**config.mk**
```make
export PLATFORM = sky130hd
export DESIGN_NAME = usbdc_top
export DESIGN_NICKNAME = d
export VERILOG_FILES = /design/src/hdl/usbdc_top.v /design/src/hdl/usbdc_endpoint.v
export VERILOG_INCLUDE_DIRS = /design/src /design/src/include
export SDC_FILE = /design/constraint.sdc
export NUM_CORES = 1
export LEC_CHECK = 0
export ABC_AREA = 1
export BUFFER_PORTS_ARGS = -buffer_cell sky130_fd_sc_hd__buf_2
export CAP_MARGIN = 20
export CORE_ASPECT_RATIO = 1.75
export CORE_MARGIN = 5
export CORE_UTILIZATION = 45
export CTS_CLUSTER_DIAMETER = 120
export DETAILED_ROUTE_END_ITERATION = 8
export PLACE_DENSITY_LB_ADDON = 0.1
export SKIP_CTS_REPAIR_TIMING = 1
export SYNTH_ARGS = -nofsm -noshare
export SYNTH_HDL_FRONTEND = slang
export SYNTH_SLANG_ARGS = --single-unit
```
**constraint.sdc**
```tcl
create_clock -name clk -period 19 [get_ports clk]
set_input_delay 0.95 -clock clk [delete_from_list [all_inputs] [get_ports clk]]
set_output_delay 0.95 -clock clk [all_outputs]
set_load 0.02 [all_outputs]
```
**src/include/usbdc_defines.vh**
```
// Register offsets, field positions and reset values of the endpoint control block
`ifndef USBDC_DEFINES_VH
`define USBDC_DEFINES_VH

`define USBDC_ADDR_W          8
`define USBDC_DATA_W          32
`define USBDC_NUM_EP          6

`define USBDC_OFS_PORT_CLEAR  8'h00
`define USBDC_OFS_FIFO_RESET  8'h04
`define USBDC_OFS_PORT_STATUS 8'h08
`define USBDC_OFS_CSR_BASE    8'h30
`define USBDC_OFS_CSR_LAST    8'h44

`define USBDC_PORT_LSB        8
`define USBDC_PORT_MSB        13
`define USBDC_EP_LSB          0
`define USBDC_EP_MSB          5

`define USBDC_BIT_IN_DONE     0
`define USBDC_BIT_BANK0       1
`define USBDC_BIT_SETUP       2
`define USBDC_BIT_STALL_ISO   3
`define USBDC_BIT_PAY_READY   4
`define USBDC_BIT_HALT        5
`define USBDC_BIT_BANK1       6
`define USBDC_BIT_DIR         7
`define USBDC_KIND_LSB        8
`define USBDC_KIND_MSB        10
`define USBDC_BIT_TOGGLE      11
`define USBDC_BIT_ENABLE      15
`define USBDC_COUNT_LSB       16
`define USBDC_COUNT_MSB       26
`define USBDC_COUNT_W         11

`define USBDC_KIND_CONTROL    3'h0
`define USBDC_KIND_ISO_LOW    2'h1
`define USBDC_KIND_RESET      3'h0
`define USBDC_FIFO_RESET_INIT 6'h00
`define USBDC_DUAL_BANK_INIT  6'h3e

`endif

```
**src/hdl/usbdc_top.v**
```verilog
// APB register front of the USB device endpoint control block
//
// Behaviour
// - Writing 1 clears matching port pending bit
// - Endpoint reset zeroes pointers, count, toggle
// - Endpoint reset keeps status flags untouched
// - IN done set on host ack, write-0 clears
// - Bank 0 full set on store, write-0 releases
// - Setup flag set on setup, write-0 acknowledges
// - Data OUT refused on control endpoints while setup flag set
// - Stall acknowledged flag, write-0 clears
// - Isochronous: bit 3 reports CRC error
// - Payload ready held until IN, then cleared
// - Writing 0 to payload ready cancels
// - Endpoint pending while any flag set
// - Bank 1 full behaves like bank 0
// - Direction bit selects control data stage
// - Control endpoints always read enabled
//
// Design decisions made here: register access over APB and the register addresses.
`timescale 1ns/1ps
`include "usbdc_defines.vh"

module usbdc_top #(
  parameter NUM_EP    = `USBDC_NUM_EP,
  parameter DUAL_BANK = `USBDC_DUAL_BANK_INIT
) (
  input  wire                      clk,
  input  wire                      rst,
  input  wire                      psel,
  input  wire                      penable,
  input  wire                      pwrite,
  input  wire [`USBDC_ADDR_W-1:0]  paddr,
  input  wire [31:0]               pwdata,
  output reg  [31:0]               prdata,
  output reg                       pready,
  output reg                       pslverr,
  input  wire [5:0]                portEvent,
  input  wire [NUM_EP-1:0]         inAckEvent,
  input  wire [NUM_EP-1:0]         bank0StoreEvent,
  input  wire [NUM_EP-1:0]         bank1StoreEvent,
  input  wire [NUM_EP-1:0]         setupStoreEvent,
  input  wire [NUM_EP-1:0]         stallAckEvent,
  input  wire [NUM_EP-1:0]         crcErrorEvent,
  input  wire [NUM_EP-1:0]         inSentEvent,
  input  wire [NUM_EP-1:0]         toggleEvent,
  input  wire [`USBDC_COUNT_W-1:0] rxCountIn,
  output reg  [5:0]                portPending,
  output reg  [NUM_EP-1:0]         endpointPending,
  output reg  [NUM_EP-1:0]         fifoPtrReset,
  output reg  [NUM_EP-1:0]         payloadReady,
  output reg  [NUM_EP-1:0]         haltRequest,
  output reg  [NUM_EP-1:0]         outRefused,
  output reg  [NUM_EP-1:0]         dataStageIn,
  output reg  [NUM_EP-1:0]         endpointEnabled
);

  ////////////////////////////////////////////////////////////////////////////
  // Address decoding

  function isCsr;
    input [`USBDC_ADDR_W-1:0] a;
    begin
      isCsr = (a >= `USBDC_OFS_CSR_BASE) && (a <= `USBDC_OFS_CSR_LAST) && (a[1:0] == 2'h0);
    end
  endfunction

  function [2:0] csrIndex;
    input [`USBDC_ADDR_W-1:0] a;
    reg [`USBDC_ADDR_W-1:0] d;
    begin
      d        = a - `USBDC_OFS_CSR_BASE;
      csrIndex = d[4:2];
    end
  endfunction

  function isMapped;
    input [`USBDC_ADDR_W-1:0] a;
    begin
      isMapped = (a == `USBDC_OFS_PORT_CLEAR) || (a == `USBDC_OFS_FIFO_RESET) ||
                 (a == `USBDC_OFS_PORT_STATUS) || isCsr(a);
    end
  endfunction

  ////////////////////////////////////////////////////////////////////////////
  // APB handshake: one wait state, then pready for one cycle

  wire       access    = psel & penable;
  wire       answer    = access & ~pready;
  wire       take      = access & pready;
  wire       takeWrite = take & pwrite & ~pslverr;
  wire       selCsr    = isCsr(paddr);
  wire [2:0] selIndex  = csrIndex(paddr);

  reg  [5:0]        fifoReset;
  reg               applyValid;
  reg  [2:0]        applyIndex;
  reg  [31:0]       applyData;
  wire [31:0]       csrWord [0:NUM_EP-1];
  wire [NUM_EP-1:0] epPending;
  wire [NUM_EP-1:0] epControl;

  reg  [31:0] readValue;
  integer     k;

  always @*
  begin
    readValue = 32'h00000000;
    if (paddr == `USBDC_OFS_FIFO_RESET)
      readValue[`USBDC_EP_MSB:`USBDC_EP_LSB] = fifoReset;
    else if (paddr == `USBDC_OFS_PORT_STATUS)
    begin
      readValue[`USBDC_PORT_MSB:`USBDC_PORT_LSB] = portPending;
      readValue[`USBDC_EP_LSB+NUM_EP-1:`USBDC_EP_LSB] = endpointPending;
    end
    else if (selCsr)
    begin
      for (k = 0; k < NUM_EP; k = k + 1)
        if (selIndex == k[2:0])
          readValue = csrWord[k];
    end
  end

  always @(posedge clk or posedge rst)
  begin
    if (rst)
    begin
      pready  <= 1'b0;
      pslverr <= 1'b0;
      prdata  <= 32'h00000000;
    end
    else
    begin
      pready  <= answer;
      // Unmapped offsets answer with an error and read zero
      pslverr <= answer & ~isMapped(paddr);
      prdata  <= (answer & ~pwrite) ? readValue : 32'h00000000;
    end
  end

  ////////////////////////////////////////////////////////////////////////////
  // Port pending bits and endpoint reset

  wire [5:0] portClear = (takeWrite && paddr == `USBDC_OFS_PORT_CLEAR) ?
                         pwdata[`USBDC_PORT_MSB:`USBDC_PORT_LSB] : 6'h00;

  always @(posedge clk or posedge rst)
  begin
    if (rst)
    begin
      portPending <= 6'h00;
      fifoReset   <= `USBDC_FIFO_RESET_INIT;
    end
    else
    begin
      // An event in the clearing cycle stays pending
      portPending <= (portPending & ~portClear) | portEvent;
      // Level held by software until it writes zero
      if (takeWrite && paddr == `USBDC_OFS_FIFO_RESET)
        fifoReset <= pwdata[`USBDC_EP_MSB:`USBDC_EP_LSB];
    end
  end

  ////////////////////////////////////////////////////////////////////////////
  // Control word writes are staged and applied one cycle after the bus
  // takes them, within the next access's setup phase, so readback never lags

  always @(posedge clk or posedge rst)
  begin
    if (rst)
    begin
      applyValid <= 1'b0;
      applyIndex <= 3'h0;
      applyData  <= 32'h00000000;
    end
    else
    begin
      applyValid <= takeWrite & selCsr;
      if (takeWrite & selCsr)
      begin
        applyIndex <= selIndex;
        applyData  <= pwdata;
      end
    end
  end

  ////////////////////////////////////////////////////////////////////////////
  // Endpoints

  genvar g;
  generate
    for (g = 0; g < NUM_EP; g = g + 1)
    begin : gEp
      usbdc_endpoint #(
        .DUAL_BANK (DUAL_BANK[g])
      ) uEndpoint (
        .clk           (clk),
        .rst           (rst),
        .wrStrobe      (applyValid && applyIndex == g),
        .wrData        (applyData),
        // Seen-marking uses the same cycle as the read data capture
        .readStrobe    (answer && !pwrite && selCsr && selIndex == g),
        .fifoReset     (fifoReset[g]),
        .inAckEvent    (inAckEvent[g]),
        .bank0Event    (bank0StoreEvent[g]),
        .bank1Event    (bank1StoreEvent[g]),
        .setupEvent    (setupStoreEvent[g]),
        .stallAckEvent (stallAckEvent[g]),
        .crcErrorEvent (crcErrorEvent[g]),
        .inSentEvent   (inSentEvent[g]),
        .toggleEvent   (toggleEvent[g]),
        .rxCountIn     (rxCountIn),
        .csrWord       (csrWord[g]),
        .pending       (epPending[g]),
        .isControl     (epControl[g])
      );
    end
  endgenerate

  ////////////////////////////////////////////////////////////////////////////
  // Engine-facing copies, registered

  integer e;

  always @(posedge clk or posedge rst)
  begin
    if (rst)
    begin
      endpointPending <= {NUM_EP{1'b0}};
      fifoPtrReset    <= {NUM_EP{1'b0}};
      payloadReady    <= {NUM_EP{1'b0}};
      haltRequest     <= {NUM_EP{1'b0}};
      outRefused      <= {NUM_EP{1'b0}};
      dataStageIn     <= {NUM_EP{1'b0}};
      endpointEnabled <= {NUM_EP{1'b0}};
    end
    else
    begin
      endpointPending <= epPending;
      fifoPtrReset    <= fifoReset[NUM_EP-1:0];
      for (e = 0; e < NUM_EP; e = e + 1)
      begin
        payloadReady[e]    <= csrWord[e][`USBDC_BIT_PAY_READY];
        haltRequest[e]     <= csrWord[e][`USBDC_BIT_HALT];
        dataStageIn[e]     <= csrWord[e][`USBDC_BIT_DIR];
        endpointEnabled[e] <= csrWord[e][`USBDC_BIT_ENABLE];
        // The store event is folded in so the refusal has no gap
        outRefused[e]      <= epControl[e] &
                              (csrWord[e][`USBDC_BIT_SETUP] | setupStoreEvent[e]);
      end
    end
  end

endmodule

```
**src/hdl/usbdc_endpoint.v**
```verilog
// Control and status word of one endpoint
`timescale 1ns/1ps
`include "usbdc_defines.vh"

module usbdc_endpoint #(
  parameter DUAL_BANK = 1'b1
) (
  input  wire                      clk,
  input  wire                      rst,
  input  wire                      wrStrobe,
  input  wire [31:0]               wrData,
  input  wire                      readStrobe,
  input  wire                      fifoReset,
  input  wire                      inAckEvent,
  input  wire                      bank0Event,
  input  wire                      bank1Event,
  input  wire                      setupEvent,
  input  wire                      stallAckEvent,
  input  wire                      crcErrorEvent,
  input  wire                      inSentEvent,
  input  wire                      toggleEvent,
  input  wire [`USBDC_COUNT_W-1:0] rxCountIn,
  output wire [31:0]               csrWord,
  output wire                      pending,
  output wire                      isControl
);

  reg                      inDone;
  reg                      bank0;
  reg                      bank1;
  reg                      setup;
  reg                      stallIso;
  reg                      payReady;
  reg                      halt;
  reg                      dirIn;
  reg [2:0]                kind;
  reg                      toggle;
  reg                      enable;
  reg [`USBDC_COUNT_W-1:0] byteCount;
  reg [4:0]                seen;

  wire isIso      = (kind[1:0] == `USBDC_KIND_ISO_LOW);
  wire stallIsoEv = isIso ? crcErrorEvent : stallAckEvent;
  wire bank1Ev    = DUAL_BANK ? bank1Event : 1'b0;

  ////////////////////////////////////////////////////////////////////////////
  // Write 0 clears only a flag that a read has shown as set, so a stale
  // read-modify-write cannot wipe a fresh event; a new event beats a clear
  function [1:0] stepFlag;
    input flag;
    input seenBit;
    input wr;
    input wbit;
    input ev;
    input rd;
    reg clr;
    reg nf;
    begin
      clr      = wr & ~wbit & seenBit;
      nf       = ev | (flag & ~clr);
      stepFlag = {nf, nf & ~clr & (seenBit | (rd & flag))};
    end
  endfunction

  wire [1:0] stepInDone = stepFlag(inDone, seen[0], wrStrobe, wrData[`USBDC_BIT_IN_DONE],
                                   inAckEvent, readStrobe);
  wire [1:0] stepBank0  = stepFlag(bank0, seen[1], wrStrobe, wrData[`USBDC_BIT_BANK0],
                                   bank0Event, readStrobe);
  wire [1:0] stepSetup  = stepFlag(setup, seen[2], wrStrobe, wrData[`USBDC_BIT_SETUP],
                                   setupEvent, readStrobe);
  wire [1:0] stepStall  = stepFlag(stallIso, seen[3], wrStrobe, wrData[`USBDC_BIT_STALL_ISO],
                                   stallIsoEv, readStrobe);
  wire [1:0] stepBank1  = stepFlag(bank1, seen[4], wrStrobe, wrData[`USBDC_BIT_BANK1],
                                   bank1Ev, readStrobe);

  wire wrKindCtl = (wrData[`USBDC_KIND_MSB:`USBDC_KIND_LSB] == `USBDC_KIND_CONTROL);

  ////////////////////////////////////////////////////////////////////////////
  always @(posedge clk or posedge rst)
  begin
    if (rst)
    begin
      inDone    <= 1'b0;
      bank0     <= 1'b0;
      bank1     <= 1'b0;
      setup     <= 1'b0;
      stallIso  <= 1'b0;
      payReady  <= 1'b0;
      halt      <= 1'b0;
      dirIn     <= 1'b0;
      kind      <= `USBDC_KIND_RESET;
      toggle    <= 1'b0;
      enable    <= 1'b0;
      byteCount <= {`USBDC_COUNT_W{1'b0}};
      seen      <= 5'h00;
    end
    else
    begin
      // Endpoint reset leaves these flags alone
      inDone   <= stepInDone[1];
      bank0    <= stepBank0[1];
      bank1    <= stepBank1[1];
      setup    <= stepSetup[1];
      stallIso <= stepStall[1];
      seen     <= {stepBank1[0], stepStall[0], stepSetup[0], stepBank0[0], stepInDone[0]};
      // Software set wins over the engine's clear after sending
      if (wrStrobe & wrData[`USBDC_BIT_PAY_READY])
        payReady <= 1'b1;
      else if (inSentEvent | wrStrobe)
        payReady <= 1'b0;
      if (wrStrobe)
      begin
        halt  <= wrData[`USBDC_BIT_HALT];
        dirIn <= wrData[`USBDC_BIT_DIR];
        kind  <= wrData[`USBDC_KIND_MSB:`USBDC_KIND_LSB];
        if (!wrKindCtl)
          enable <= wrData[`USBDC_BIT_ENABLE];
      end
      if (fifoReset)
      begin
        toggle    <= 1'b0;
        byteCount <= {`USBDC_COUNT_W{1'b0}};
      end
      else
      begin
        if (toggleEvent)
          toggle <= ~toggle;
        if (bank0Event | bank1Ev)
          byteCount <= rxCountIn;
      end
    end
  end

  assign isControl = (kind == `USBDC_KIND_CONTROL);
  assign pending   = inDone | bank0 | bank1 | setup | stallIso;
  assign csrWord   = {5'h00, byteCount, enable | isControl, 3'h0, toggle, kind, dirIn,
                      bank1, halt, payReady, stallIso, setup, bank0, inDone};

endmodule

```
## After elaboration in Yosys (flattened, before gate mapping)

Index checks and enable logic that the tools add are counted.

- Equality and inequality tests: 18
- Muxes and demuxes: 57
- Bitwise gates (word level): 355
- Magnitude comparators: 2
- Reductions and logical operators: 57
- Add/subtract/negate cells: 1

Operator list:

| kind | count |
|---|---|
| two-way mux 32 bit | 7 |
| bitwise AND 1 bit | 200 |
| two-way mux 11 bit | 12 |
| bitwise OR 1 bit | 106 |
| inverter 1 bit | 46 |
| nonzero test 2 bit | 18 |
| two-way mux 1 bit | 30 |
| logical NOT 3 bit | 9 |
| two-way mux 27 bit | 1 |
| two-way mux 26 bit | 1 |
| two-way mux 6 bit | 4 |
| logical AND 1 bit | 18 |
| two-way mux 18 bit | 1 |
| == test 2 x 1 -> 1 bit (second input constant) | 6 |
| == test 3 x 2 -> 1 bit (second input constant) | 4 |
| == test 3 bit (second input constant) | 4 |
| AND reduction 2 bit | 6 |
| == test 8 x 3 -> 1 bit (second input constant) | 1 |
| == test 8 x 4 -> 1 bit (second input constant) | 1 |
| greater-or-equal comparator 8 x 6 -> 1 bit (second input constant) | 1 |
| less-or-equal comparator 8 x 7 -> 1 bit (second input constant) | 1 |
| logical NOT 8 bit | 1 |
| bitwise AND 6 bit | 1 |
| == test 3 x 1 -> 1 bit (second input constant) | 2 |
| 7 further kinds | 9 |

- Bits in registers: 282
- Output and inout bits: 82
- Word-level logic and storage cells: 583
- Bits of input ports: 110

## Logic depth before layout (Yosys ltp)

- Word-level depth: 12
- Gate-level depth with buffers: 11
- Depth with buffers taken out: 9

## Modules after synthesis

Synthesis repeated with hierarchy kept, for this count alone.

- Cell total of the unflattened synthesis: 1690
- Area, all modules: 13955.9 um2

By module, submodules not included:

| module | instances | area an instance (um2) | cells an instance | sequential area each (um2) |
|---|---|---|---|---|
| usbdc_endpoint (gEp[1].uEndpoint ...) | 5 | 1356.3 | 158 | 725.7 |
| usbdc_top | 1 | 5840.6 | 745 | 3103.0 |
| usbdc_endpoint (gEp[0].uEndpoint) | 1 | 1333.8 | 155 | 725.7 |

## Worst setup path after synthesis

No wires, ideal clock.

- Path kind: input port to flip-flop
- From: input port paddr[4]
- To: register prdata[16]
- Arrival time: 1933 ps
- Path slack: 16949 ps
- Path buffers: 2
- Cell stages on the path: 10
- Setup time: 118 ps
- Required time: 18882 ps
- Path through: buf_4 -> nor2_1 -> nand2_1 -> nor2_4 -> nor2_2 -> nand2_4 -> inv_4 -> buf_8 -> o21ai_2 -> nor2_2

- Longest elaborated chain between the ends: 12
- Elaborated cells on any way between the ends: 23
- Classes of those cells: add/sub: 1; order compare: 2; eq/ne: 7; mux: 10; reduce/logical: 3

RTL lines:

| what | line | RTL |
|---|---|---|
| start: declaration | usbdc_top.v:33 | `` input wire [`USBDC_ADDR_W-1:0] paddr, `` |
| subtractor 5 bit (no line) | -- |  |
| logical NOT 3 bit | usbdc_top.v:119 | `if (selIndex == k[2:0])` |
| two-way mux 27 bit | usbdc_top.v:119 |  |
| two-way mux 32 bit (5 in series) | usbdc_top.v:119 |  |
| two-way mux 32 bit | usbdc_top.v:116 | `else if (selCsr)` |
| two-way mux 18 bit | usbdc_top.v:111 | `` else if (paddr == `USBDC_OFS_PORT_STATUS) `` |
| two-way mux 26 bit (*) | usbdc_top.v:109 | `` if (paddr == `USBDC_OFS_FIFO_RESET) `` |
| two-way mux 32 bit (*) | usbdc_top.v:137 | `prdata <= (answer & ~pwrite) ? readValue : 32'h00000000;` |
| end signal: assignment | usbdc_top.v:137 |  |
| end: declaration | usbdc_top.v:35 | `output reg [31:0] prdata,` |

Every way passes the cells marked *; elsewhere a longest branch is shown, timed or not.
A chain may end at the register's enable or synchronous reset.

==> run summary <==
outcome: finished clean
Crit Path Max Fanout: 130
die height: 225 um
post-synthesis mux area share: 0%
deepest clock path buffer count: 3
final instance area: 13,800 um2
crit path DAT: 3.23 ns
CP dominant cell by count: buf_4
CP peak stage delay: 0.72 ns
Design Power: 1.21 mW
GRT overflow: 0
Port Buffers: 167
Die Wd: 133 um
Power Density: 87.5 nW/um2
full die area: 30,000 um2
CP bufs+invs: 5
initial core utilization: 45.7%
CP startpoint kind: input pin
post-route minimum period: 2.65 ns
Routed Wire Length: 36,300 um
largest family of logic cells by synthesized area: simple AND/OR/NAND/NOR gates
share of layout cells above drive strength 1: 18.0%
Setup Skew: 0.0161 ns
Routability Congestion: 0.900
hold slack: 0.375 ns
Synth Instances: 1,374
Fmax: 377 MHz
vias per inst: 5.32
mapped cell area: 11,900 um2
WL/cell: 19.5 um
synthesis-to-finish area growth: 15.6%
critical-path cell list: buf_2, inv_8, buf_4, buf_16, buf_4
clock root buffer: clkbuf_16
simple-gate portion of the synthesized area: 21.6%
core area: 26,100 um2
TNS Setup: 0 ns
Critical Path End Type: async pin
RSZ-0062 raised after global routing: false
H-tree levels: 1
Netlist cell types: 34
Reg clk slew, reported paths: 0.06 ns
Slew Limit Fails: 0
CTS tree: done
post-detailed-route count of antenna-violating nets: 0
sequential share of the synthesized area: 57.1%
Core Util, Final: 52.9%
Tcrit/Tclk final: 13.9%
Clock Latency Late Sink: 0.54 ns
clock sink count: 272
drc violations: 0
VDD IR max: 74.8 uV
Max-cap violations: 0
Post-Syn Area per Cell: 8.67 um2
Yosys reg bits: 272
vias: 9,900
worst endpoint required time: 19.58 ns
# IOs: 192
leakage: 6.80 nW
first-pass GRT wire length: 55,400 um
Ys Warns: 0
First-pass DRT Iterations: 5
GRT Total Usage: 23.8%
NumNets Final: 1,632
largest net degree at the start of global routing: 131
TritonCTS Buffers: 26
row count: 78
1st-iter DRT viols: 742
worst hold path class: register to register
max_slew headroom: 31.8%
Setup violations, final: 0
final-report hold violation count: 0
Synth Area in Compound Gates: 12.3%
XOR/XNOR Fraction of Synth Area: 0%
Setup Crit Path Kind: input pin to async pin
CP max stage cell: buf_4
adder-cell share of the synthesized area: 0%
number of global-route vias before repair: 9,806
post-detail-place hpwl: 25,400 um
initial antenna violation count: 2
worst slew pin tran: 1.02 ns
placed cell areas: 12,900 um2
family with the most delay on the worst path: buffers and inverters
==> path summary, 6_finish.rpt <==
path | slack, ns | endpoint | start | cells past startpoint
min in group asynchronous | 0.55 | endpointEnabled[1] | rst | 2
worst max-delay path | 16.35 | fifoReset[1] | rst | 5
worst min-delay path | 0.37 | dataStageIn[4] | gEp[4].uEndpoint.dirIn | 0
worst min register to register | 0.37 | dataStageIn[4] | gEp[4].uEndpoint.dirIn | 0
max in group clk | 16.36 | prdata[4] | paddr[2] | 8
worst max register to register | 16.82 | gEp[3].uEndpoint.byteCount[4] | fifoReset[3] | 3
==> through the flow <==
stage | std cells | setup slack, ns
6_report | 1860 | 16.35
5_1_grt | 1860 | 15.89
4_1_cts | 1857 | 15.89
3_5_place_dp | 1812 | 15.32
3_3_place_gp | 1812 | 15.34
2_1_floorplan | 1379 | 10.55
==> synthesized netlist by cell type, drive strengths merged <==
master    n  area share [%]
nor4      3            0.28
o31ai     2            0.13
dfrtp   272              57
nand2   282             9.1
nor2     94             3.4
clkbuf   23            0.72
conb      1           0.031
o21ai   174             7.8
a21oi    79             3.3
nand3   140             5.9
o211ai    1           0.063
inv     191             6.1
or2       1           0.053
clkinv    1           0.031
nand4    50             2.7
a31oi     6            0.32
a31o      4            0.29
buf      38             2.1
a21o      6            0.38
nor3      6            0.25
==> cell families after synthesis <==
family          count (synthesis)
simple gates                  576
buf+inv                       253
other cells                     1
flops                         272
compound gates                272
==> power breakdown <==
part           internal [mW]  total [mW]  switching (mW)
Sequential             0.596       0.605         0.00920
Combinational         0.0237      0.0839          0.0602
Clock                  0.292       0.517           0.226
==> registers in the layout, summed over array words and instances (netlist names), 12 cells and up <==
register and count:
gEp.uEndpoint.seen 30, applyData 12, prdata 26, gEp.uEndpoint.kind 18, gEp.uEndpoint.byteCount 66
==> final cells by class <==
cell class                 count  area [um2]
antenna                        1        2.50
clock buffer                  35         756
clock inverter                10        81.3
fill                        2464       12300
inverter                     192         733
multi-input combinational    854        4070
sequential                   272        6810
tap                          320         400
timing repair buffer         176         927
==> metal layers <==
layer | up-vias | GRT usage [%] | routed length (um)
li1 | 4757 | - | -
met1 | 4743 | 28.0 | 13500
met2 | 311 | 43.3 | 19200
met3 | 87 | 2.64 | 1710
met4 | 2 | 11.4 | 1830
met5 | - | 0 | 11
==> cell usage in the layout, fill, tap and decap left out, types with 4 or more instances in the layout <==
cell / synthesis / layout
buf_4: 14 / 7
nand3_1: 140 / 140
clkbuf_8: 0 / 5
dfrtp_1: 272 / 272
nand4_1: 49 / 49
inv_2: 9 / 9
a21oi_1: 79 / 79
a31o_2: 4 / 4
nor2_1: 77 / 76
nor2_2: 16 / 17
o21ai_1: 15 / 15
clkbuf_16: 0 / 27
buf_2: 15 / 167
conb_1: 1 / 6
inv_1: 180 / 179
clkinv_2: 0 / 7
nand2_1: 276 / 276
a21o_1: 6 / 6
nor3_1: 6 / 6
o21ai_2: 16 / 16
a31oi_1: 6 / 6
o21ai_0: 143 / 143
(Power assumes the default switching activity.)
